==> src/include/ebi_pkg.sv <==
// Shared constants and types of the external bus interface
package ebi_pkg;
	localparam int ADDR_W = 23;
	localparam int DATA_W = 16;
	localparam int WAIT_W = 3;
	localparam logic [1:0] SPACE_PROG = 2'h0;
	localparam logic [1:0] SPACE_DATA = 2'h1;
	localparam logic [1:0] SPACE_IO   = 2'h2;
	// Start of the top 16K words of the first 64K of program space
	localparam logic [15:0] ROM_BASE = 16'hC000;
	localparam logic [WAIT_W-1:0] READY_MIN_WAITS = 3'h2;
	localparam logic GRANT_ACK_RST_N = 1'b1;
	typedef enum logic [1:0] {
		ST_IDLE,
		ST_ACCESS,
		ST_HOLD
	} ebi_state_t;
endpackage

==> src/verilog/ebi_wait_ctr.sv <==
// Down counter for the software wait states of one access
`timescale 1ns/1ps
`default_nettype none
module ebi_wait_ctr #(
	parameter int W = 3
) (
	input  wire logic         sys_clk,
	input  wire logic         rst_n,
	input  wire logic         ce,
	input  wire logic         load,
	input  wire logic [W-1:0] load_val,
	output logic              cnt_zero
);
	logic [W-1:0] cnt_reg;
	logic [W-1:0] cnt_next;

	assign cnt_zero = (cnt_reg == '0);
	assign cnt_next = load ? load_val : (cnt_zero ? cnt_reg : cnt_reg - W'(1));

	always_ff @(posedge sys_clk) begin
		if (!rst_n) begin
			cnt_reg <= '0;
		end else if (ce) begin
			cnt_reg <= cnt_next;
		end
	end
endmodule
`default_nettype wire

==> src/verilog/ebi_top.sv <==
// External bus controller: space selects, strobes, ready wait, hold, ROM map
// Notes on behaviour
// - ROM map select low at reset maps the internal ROM into the top 16K words of the first 64K of program space.
// - ROM map select high at reset removes the ROM so those addresses go external.
// - The select is caught only in reset and a mode write can later override it.
// - Space selects idle high and only the one for the accessed space goes low.
// - The active space select spans exactly the time the address is valid.
// - The memory strobe is low only for external program or data accesses.
// - The I/O strobe is low only for external I/O accesses.
// - The direction output stays high and goes low only during a write.
// - The far device holds ready low while busy and each low sample adds one cycle.
// - Ready is looked at only when two or more software waits are programmed.
// - Ready is not sampled before all software waits of the access are done.
// - A master requests the bus by hold and after the acknowledge all lines but the acknowledge float.
// - In hold the selects, both strobes and the direction output float.
// - Float control low tri-states the selects, strobes and direction at any time.
// - The hold acknowledge shows the floated hold state and is high in reset.
`timescale 1ns/1ps
`default_nettype none
module ebi_top #(
	parameter int ADDR_W = ebi_pkg::ADDR_W,
	parameter int DATA_W = ebi_pkg::DATA_W
) (
	input  wire logic                      sys_clk,
	input  wire logic                      rst_n,
	input  wire logic                      ce,
	input  wire logic                      req_valid,
	output logic                           req_ready,
	input  wire logic [1:0]                req_space,
	input  wire logic                      req_write,
	input  wire logic [ADDR_W-1:0]         req_addr,
	input  wire logic [DATA_W-1:0]         req_wdata,
	input  wire logic [ebi_pkg::WAIT_W-1:0] req_waits,
	output logic                           resp_valid,
	output logic                           resp_internal,
	output logic [DATA_W-1:0]              resp_rdata,
	input  wire logic                      mode_wr,
	input  wire logic                      mode_wr_mp,
	output logic                           rom_mapped,
	input  wire logic                      rom_map_select,
	input  wire logic                      hold_req_n,
	input  wire logic                      float_n,
	input  wire logic                      ready,
	output logic [ADDR_W-1:0]              addr_out,
	output logic                           addr_oe,
	input  wire logic [DATA_W-1:0]         data_in,
	output logic [DATA_W-1:0]              data_out,
	output logic                           data_oe,
	output logic                           data_space_sel_n,
	output logic                           program_space_sel_n,
	output logic                           io_space_sel_n,
	output logic                           memory_strobe_n,
	output logic                           io_strobe_n,
	output logic                           rw_n,
	output logic                           ctrl_oe,
	output logic                           bus_grant_ack_n,
	output logic                           grant_oe
);
	ebi_pkg::ebi_state_t state_reg;
	ebi_pkg::ebi_state_t state_next;
	logic [1:0]          space_reg;
	logic                write_reg;
	logic                use_ready_reg;
	logic                mp_reg;
	logic                resp_valid_reg;
	logic                resp_internal_reg;
	logic [DATA_W-1:0]   resp_rdata_reg;
	logic [ADDR_W-1:0]   addr_reg;
	logic [DATA_W-1:0]   wdata_reg;
	logic                cnt_zero;

	function automatic logic is_rom_addr(input logic [ADDR_W-1:0] a);
		is_rom_addr = (a[ADDR_W-1:16] == '0) && (a[15:0] >= ebi_pkg::ROM_BASE);
	endfunction

	wire in_access = (state_reg == ebi_pkg::ST_ACCESS);
	wire in_hold   = (state_reg == ebi_pkg::ST_HOLD);
	wire rom_hit   = (req_space == ebi_pkg::SPACE_PROG) && !mp_reg
		&& is_rom_addr(req_addr);
	wire take      = req_valid && req_ready;
	wire start_ext = take && !rom_hit;
	// Ready counts only after the software waits and only with two or more of them
	wire finish    = in_access && cnt_zero && (!use_ready_reg || ready);

	// Hold is granted only between accesses, never cutting one short
	assign req_ready = (state_reg == ebi_pkg::ST_IDLE) && hold_req_n;

	always_comb begin
		state_next = state_reg;
		case (state_reg)
			ebi_pkg::ST_IDLE: begin
				if (!hold_req_n) begin
					state_next = ebi_pkg::ST_HOLD;
				end else if (start_ext) begin
					state_next = ebi_pkg::ST_ACCESS;
				end
			end
			ebi_pkg::ST_ACCESS: begin
				if (finish) begin
					state_next = ebi_pkg::ST_IDLE;
				end
			end
			ebi_pkg::ST_HOLD: begin
				if (hold_req_n) begin
					state_next = ebi_pkg::ST_IDLE;
				end
			end
			default: begin
				state_next = ebi_pkg::ST_IDLE;
			end
		endcase
	end

	ebi_wait_ctr #(
		.W(ebi_pkg::WAIT_W)
	) u_wait (
		.sys_clk  (sys_clk),
		.rst_n    (rst_n),
		.ce       (ce),
		.load     (start_ext),
		.load_val (req_waits),
		.cnt_zero (cnt_zero)
	);

	always_ff @(posedge sys_clk) begin
		if (!rst_n) begin
			state_reg <= ebi_pkg::ST_IDLE;
		end else if (ce) begin
			state_reg <= state_next;
		end
	end

	// Access attributes latched once so address and space hold through the waits
	always_ff @(posedge sys_clk) begin
		if (!rst_n) begin
			space_reg     <= ebi_pkg::SPACE_DATA;
			write_reg     <= 1'b0;
			use_ready_reg <= 1'b0;
			addr_reg      <= '0;
			wdata_reg     <= '0;
		end else if (ce && start_ext) begin
			space_reg     <= req_space;
			write_reg     <= req_write;
			use_ready_reg <= (req_waits >= ebi_pkg::READY_MIN_WAITS);
			addr_reg      <= req_addr;
			wdata_reg     <= req_wdata;
		end
	end

	// Strap caught by the clocked reset; a mode write may change it later
	always_ff @(posedge sys_clk) begin
		if (!rst_n) begin
			mp_reg <= rom_map_select;
		end else if (ce && mode_wr) begin
			mp_reg <= mode_wr_mp;
		end
	end

	always_ff @(posedge sys_clk) begin
		if (!rst_n) begin
			resp_valid_reg    <= 1'b0;
			resp_internal_reg <= 1'b0;
			resp_rdata_reg    <= '0;
		end else if (ce) begin
			resp_valid_reg    <= finish || (take && rom_hit);
			resp_internal_reg <= take && rom_hit;
			if (finish && !write_reg) begin
				resp_rdata_reg <= data_in;
			end
		end
	end

	assign resp_valid    = resp_valid_reg;
	assign resp_internal = resp_internal_reg;
	assign resp_rdata    = resp_rdata_reg;
	assign rom_mapped    = !mp_reg;

	// Selects and strobes are pure decodes of registered state
	assign program_space_sel_n = !(in_access && space_reg == ebi_pkg::SPACE_PROG);
	assign data_space_sel_n    = !(in_access && space_reg == ebi_pkg::SPACE_DATA);
	assign io_space_sel_n      = !(in_access && space_reg == ebi_pkg::SPACE_IO);
	assign memory_strobe_n     = !(in_access && space_reg != ebi_pkg::SPACE_IO);
	assign io_strobe_n         = !(in_access && space_reg == ebi_pkg::SPACE_IO);
	assign rw_n                = !(in_access && write_reg);
	assign addr_out            = addr_reg;
	assign data_out            = wdata_reg;

	// Enables are high while driving; hold and float control both release the pins
	assign ctrl_oe = float_n && !in_hold;
	assign addr_oe = ctrl_oe;
	assign data_oe = ctrl_oe && in_access && write_reg;
	// Gated by reset so the pin is high even before the first reset edge
	assign bus_grant_ack_n = (in_hold && rst_n) ? 1'b0 : ebi_pkg::GRANT_ACK_RST_N;
	assign grant_oe = float_n;
endmodule
`default_nettype wire

==> config.mk <==
export PLATFORM = sky130hd
export DESIGN_NAME = ebi_top
export DESIGN_NICKNAME = d
export VERILOG_FILES = /design/src/include/ebi_pkg.sv /design/src/verilog/ebi_wait_ctr.sv /design/src/verilog/ebi_top.sv
export SDC_FILE = /design/constraint.sdc
export NUM_CORES = 1
export LEC_CHECK = 0
export BUFFER_PORTS_ARGS = -buffer_cell sky130_fd_sc_hd__buf_2
export CAP_MARGIN = 40
export CORE_ASPECT_RATIO = 0.7
export CORE_MARGIN = 2
export CORE_UTILIZATION = 40
export CTS_CLUSTER_DIAMETER = 200
export CTS_CLUSTER_SIZE = 40
export DETAILED_ROUTE_END_ITERATION = 7
export GPL_ROUTABILITY_DRIVEN = 0
export PLACE_DENSITY_LB_ADDON = 0.25
export SYNTH_ARGS = -nofsm -noshare
export SYNTH_HDL_FRONTEND = slang
export SYNTH_SLANG_ARGS = --single-unit
==> constraint.sdc <==
create_clock -name sys_clk -period 5.2 [get_ports sys_clk]
set_clock_uncertainty 0.1 [all_clocks]
set_input_delay 0.26 -clock sys_clk [delete_from_list [all_inputs] [get_ports sys_clk]]
set_output_delay 0.26 -clock sys_clk [all_outputs]
set_load 0.005 [all_outputs]
After elaboration in Yosys (flattened, before gate mapping)
Index checks and enable logic that the tools add are counted.
{"block": "word_totals", "register_bits": 67, "latch_bits": 0, "ram_bits": 0, "rom_bits": 0, "in_bits": 71, "wordCells": 75, "n_memories": 0}
{"block": "classes", "add_sub_neg": 1, "multipliers": 0, "n_div": 0, "n_lt_le_gt_ge": 2, "n_eq_ne": 10, "n_shift": 0, "n_mux": 10, "bitwise_logic": 0, "reduce_logical": 41}
{"cell": "1-bit logical AND", "count": 21}
{"cell": "16-bit greater-or-equal comparator (second input constant)", "count": 1}
{"cell": "1-bit zero test", "count": 10}
{"cell": "2-bit 2-to-1 mux", "count": 4}
{"cell": "7-bit zero test", "count": 1}
{"cell": "2-bit zero test", "count": 3}
{"cell": "3-bit 2-to-1 mux", "count": 2}
{"cell": "2-bit by 1-bit != test with 1-bit output (second input constant)", "count": 3}
{"cell": "2-bit one-hot mux with 3 select lines", "count": 1}
{"cell": "2-bit by 1-bit == test with 1-bit output (second input constant)", "count": 2}
{"cell": "2-bit == test (second input constant)", "count": 2}
{"cell": "2-bit != test (second input constant)", "count": 2}
{"cell": "2-bit AND reduction", "count": 2}
{"cell": "4-bit AND reduction", "count": 1}
{"cell": "3-bit by 2-bit greater-or-equal comparator with 1-bit output (second input constant)", "count": 1}
{"cell": "3-bit zero test", "count": 1}
{"cell": "1-bit 2-to-1 mux", "count": 3}
{"cell": "3-bit != test (second input constant)", "count": 1}
{"cell": "3-bit by 1-bit subtractor with 3-bit output (second input constant)", "count": 1}
{"cell": "1-bit logical OR", "count": 2}

Longest topological paths before layout
{"block": "depth", "ltp_word": 8, "depth_mapped": 7}

Hierarchy
A second synthesis with hierarchy kept.
{"block": "hier_totals", "cells_unflattened": 313, "area_unflattened_um2": 2922.8}
{"module": "ebi_top", "instances": 1, "cells_each": 287, "area_per_inst_um2": 2716.4, "seq_area_each_um2": 1291.2}
{"module": "ebi_wait_ctr", "instances": 1, "cells_each": 26, "area_per_inst_um2": 206.4, "seq_area_each_um2": 60.1}

Least setup slack after synthesis
Ideal clock, no wire load.
{"block": "synth_timing", "path_kind": "reg2reg", "startpoint": "register u_wait.cnt_reg[0]", "endpoint": "register resp_rdata_reg[6], in the netlist resp_rdata[6]", "setup_time_ns": 0.128, "t_arrival_ns": 1.643, "required_ns": 4.972, "slack_ns": 3.329, "stages_incl_launch_ff": 8, "synth_period_minus_slack_ns": 1.871, "path_cell_list": "dfxtp_1 -> inv_1 -> ha_1 -> nand2b_4 -> nor4_4 -> buf_8 -> mux2i_1 -> nor2_1"}
{"block": "synth_between", "elab_chain_len": 5}
{"element": "from (decl)", "line_no": "ebi_wait_ctr.sv:14", "rtl": "logic [W-1:0] cnt_reg;"}
{"element": "from (signal assigned)", "line_no": "ebi_wait_ctr.sv:24", "rtl": "cnt_reg <= cnt_next;"}
{"element": "3-bit zero test", "line_no": "ebi_wait_ctr.sv:17", "rtl": "assign cnt_zero = (cnt_reg == '0);"}
{"element": "1-bit logical AND (2 in a row)", "line_no": "ebi_top.sv:83", "rtl": "wire finish = in_access && cnt_zero && (!use_ready_reg || ready);"}
{"element": "1-bit logical AND", "line_no": "ebi_top.sv:167", "rtl": "if (finish && !write_reg) begin"}
{"element": "2-bit AND reduction (no line)"}
{"element": "to (signal assigned)", "line_no": "ebi_top.sv:168", "rtl": "resp_rdata_reg <= data_in;"}
{"element": "to (decl)", "line_no": "ebi_top.sv:67", "rtl": "logic [DATA_W-1:0] resp_rdata_reg;"}
No other way between the ends.
A chain may end at the register's enable or synchronous reset.

Final worst setup path
{"block": "layout_timing", "startpoint": "register state_reg[0]", "endpoint": "register space_reg[1]"}
{"block": "layout_between", "elab_chain_len": 5}
{"element": "from (decl)", "line_no": "ebi_top.sv:59", "rtl": "ebi_pkg::ebi_state_t state_reg;"}
{"element": "from (signal assigned)", "line_no": "ebi_top.sv:127", "rtl": "state_reg <= ebi_pkg::ST_IDLE;"}
{"element": "from (signal assigned)", "line_no": "ebi_top.sv:129", "rtl": "state_reg <= state_next;"}
{"element": "2-bit zero test", "line_no": "ebi_top.sv:86", "rtl": "assign req_ready = (state_reg == ebi_pkg::ST_IDLE) && hold_req_n;"}
{"element": "1-bit logical AND", "line_no": "ebi_top.sv:86"}
{"element": "1-bit logical AND", "line_no": "ebi_top.sv:80", "rtl": "wire take = req_valid && req_ready;"}
{"element": "1-bit logical AND", "line_no": "ebi_top.sv:81", "rtl": "wire start_ext = take && !rom_hit;"}
{"element": "1-bit logical AND", "line_no": "ebi_top.sv:141", "rtl": "end else if (ce && start_ext) begin"}
{"element": "to (signal assigned)", "line_no": "ebi_top.sv:136", "rtl": "space_reg <= ebi_pkg::SPACE_DATA;"}
{"element": "to (signal assigned)", "line_no": "ebi_top.sv:142", "rtl": "space_reg <= req_space;"}
{"element": "to (decl)", "line_no": "ebi_top.sv:61", "rtl": "logic [1:0] space_reg;"}
No other way between the ends.

==> results.sh <==
export IMPL_wl_mm=8.35
export IMPL_cp_num_cells=5
export IMPL_cp_endpoint="space_reg[1]"
export IMPL_dp_hpwl_mm=5.78
export IMPL_tns_ns=0
export IMPL_status="finished clean"
export IMPL_crit_type="flop to flop"
export IMPL_crit_start="state_reg[0]"
export IMPL_largest_reg_flops=23
export IMPL_r2r_start="state_reg[0]"
export IMPL_leakage_nw=1.64
export IMPL_crit_arrival_ns=2.45
export IMPL_synth_nets=402
export IMPL_yosys_warnings=0
export IMPL_initial_core_util=0.415
export IMPL_cellPowerDensity_nw_per_um2=314
export IMPL_worst_r2r_setup_slack_ns=2.92
export IMPL_crit_path_top_delay_cell="and4bb_1"
export IMPL_vias_per_cell=5.18
export IMPL_path_cells="and4bb_1, and2_1, buf_4, nand3_1, a21oi_1"
export IMPL_p_switching_mw=0.288
export IMPL_synth_seq_area_share=0.477
export IMPL_multiInputGateArea_um2=1290
export IMPL_intPower_mw=0.899
export IMPL_area_delta_synth_final_pct=33.3
export IMPL_numCtsBuffers=9
export IMPL_worst_pin_slew_ns=0.782
export IMPL_cts_tree="done"
export IMPL_power_total_mw=1.19
export IMPL_drv_slew=0
export IMPL_cts_buffer_depth=2
export IMPL_cp_slowest_stage_delay_ns=0.53
export IMPL_switching_share=0.243
export IMPL_synth_distinct_cells=43
export IMPL_antenna_left=0
export IMPL_clk_latency_ns=0.34
export IMPL_cts_repair_resized=0
export IMPL_crit_family="simple AND/OR/NAND/NOR gates"
export IMPL_r2r_end="space_reg[1]"
export IMPL_die_x_um=105
export IMPL_die_area_um2=7780
export IMPL_p_comb_frac=0.125
export IMPL_antenna_found_initial=0
export IMPL_grt_pass1_wl_mm=12.9
export IMPL_die_y_um=74.4
export IMPL_pin_count=141
export IMPL_cts_hold_buffers=0
export IMPL_maxCapViolations=0
export IMPL_power_share_clock=0.416
export IMPL_core_area_um2=6820
export IMPL_vias=2855
export IMPL_clk_pin_slew_ns=0.07
export IMPL_worstSetupStartpointType="flop"
export IMPL_hold_class="primary input to flop"
export IMPL_slew_headroom=0.476
export IMPL_grt_pass1_vias=2593
export IMPL_grt_max_degree=47
export IMPL_num_antenna_cells=0
export IMPL_synth_edff_count=1
export IMPL_drive_gt1_frac=0.370
export IMPL_dr_pass1_iters=4
export IMPL_drc_errors=0
export IMPL_portBuffers=140
export IMPL_r2r_cells=5
export IMPL_synthFlopType="dfxtp_1"
export IMPL_cp_buffers_inverters=1
export IMPL_synthCells=329
export IMPL_clockRootBuffer="clkbuf_8"
export IMPL_drt_iter0_drc=252
export IMPL_synth_async_sr_flop_share=0
export IMPL_htreeDepth=3
export IMPL_period_needed_ns=2.28
export IMPL_synth_ff_latch_count=67
export IMPL_finalHoldViolCount=0
export IMPL_post_cts_buffers=0
export IMPL_crit_fanout=33
export IMPL_grt_use_total=0.212
export IMPL_post_drt_wl_per_cell_um=15.1
export IMPL_final_nets=525
export IMPL_fin_crit_sh=0.439
export IMPL_netlist_area_um2=2830
export IMPL_crit_required_ns=5.37
export IMPL_rsz0062_at_grt="false"
export IMPL_overflow=0
export IMPL_seqCellArea_um2=1350
export IMPL_peakVddDrop_mv=0.211
export IMPL_final_cell_mix="buf_2, dfxtp_1, a21oi_1"
export IMPL_critPathCaptureType="flop"
export IMPL_fillCellCount=668
export IMPL_numClockSinks=67
export IMPL_timing_fmax_mhz=438
export IMPL_setup_viol=0
export IMPL_syn_avg_cell_area_um2=8.61
export IMPL_seq_power_share=0.460
export IMPL_rows=25
export IMPL_mostFrequentLayoutCell="buf_2"
[cell usage after synthesis (2+ instances only)]
cell type / instances / share of area
mux2i_1: 17 / 0.060
buf_1: 3 / 0.0040
nor2_1: 22 / 0.029
nor3_1: 2 / 0.0035
nor4_1: 3 / 0.0066
nor2b_1: 2 / 0.0044
nand3_1: 47 / 0.083
a21oi_1: 48 / 0.085
dfxtp_1: 66 / 0.47
nand2b_1: 2 / 0.0044
inv_1: 5 / 0.0066
clkbuf_1: 16 / 0.021
nand2_1: 7 / 0.0093
buf_2: 6 / 0.011
o21ai_1: 8 / 0.014
ha_1: 2 / 0.0088
or3_2: 2 / 0.0053
and3_1: 2 / 0.0044
o21ai_0: 38 / 0.067
buf_4: 7 / 0.019
nand2b_4: 2 / 0.0097
[through the flow]
step                      hold WS, ns  area [um^2]  instances  worst slack, ns   util
after floorplan                 0.296         2830        329             3.33      -
after global placement          0.356         3510        533             2.82  0.515
after detailed placement        0.363         3550        535             2.94  0.521
after CTS                      0.0287         3780        551             2.92  0.554
after global routing           0.0451         3780        551             2.70  0.554
final                          0.0508         3780        551             2.92  0.554
[layout make-up]
class,count,share of cell area
sequential,67,0.358
multi-input combinational,223,0.343
timing repair buffer,145,0.202
clock buffer,12,0.0411
tap,94,0.0311
clock inverter,4,0.0192
inverter,6,0.00596
[cell families after synthesis]
logic type / Yosys count / share of synthesized area
AO/OA/AOI/OAI: 103 / 0.191
buffers and inverters: 39 / 0.0676
flip-flops: 67 / 0.477
adder cells (fa/ha/maj): 2 / 0.00883
multiplexers: 18 / 0.0640
AND/OR/NAND/NOR: 99 / 0.189
XOR/XNOR: 1 / 0.00309
[layer usage]
layer	track usage	vias up	share of wire
met1	0.283	1318	0.46
met3	0.0929	10	0.098
met4	0.0830	0	0.0087
li1	-	1399	-
met2	0.304	128	0.43
met5	0	-	0
[power groups by stage]
stage | Sequential, mW | Combinational (mW) | Clock (mW)
2_1_floorplan | 0.556 | 0.0887 | 0
3_3_place_gp | 0.556 | 0.144 | 0
3_5_place_dp | 0.557 | 0.148 | 0
4_1_cts | 0.545 | 0.149 | 0.509
5_1_grt | 0.548 | 0.166 | 0.534
6_report | 0.546 | 0.148 | 0.493
[tightest hold or removal path, stage by stage]
cell and delay, ns:
buf_2 0.07, mux2i_1 0.05, nor2_1 0.07
[worst min path at each step]
stage | to | start | cells after the start | slack (ns)
finish | resp_rdata[12] | data_in[12] | 3 | 0.05
global route | resp_rdata[9] | data_in[9] | 3 | 0.05
CTS | resp_rdata[12] | data_in[12] | 3 | 0.03
detailed placement | resp_internal | resp_internal | 2 | 0.36
global placement | resp_internal | resp_internal | 2 | 0.36
floorplan | addr_out[16] | req_addr[16] | 2 | 0.30
(Power assumes the default switching activity.)
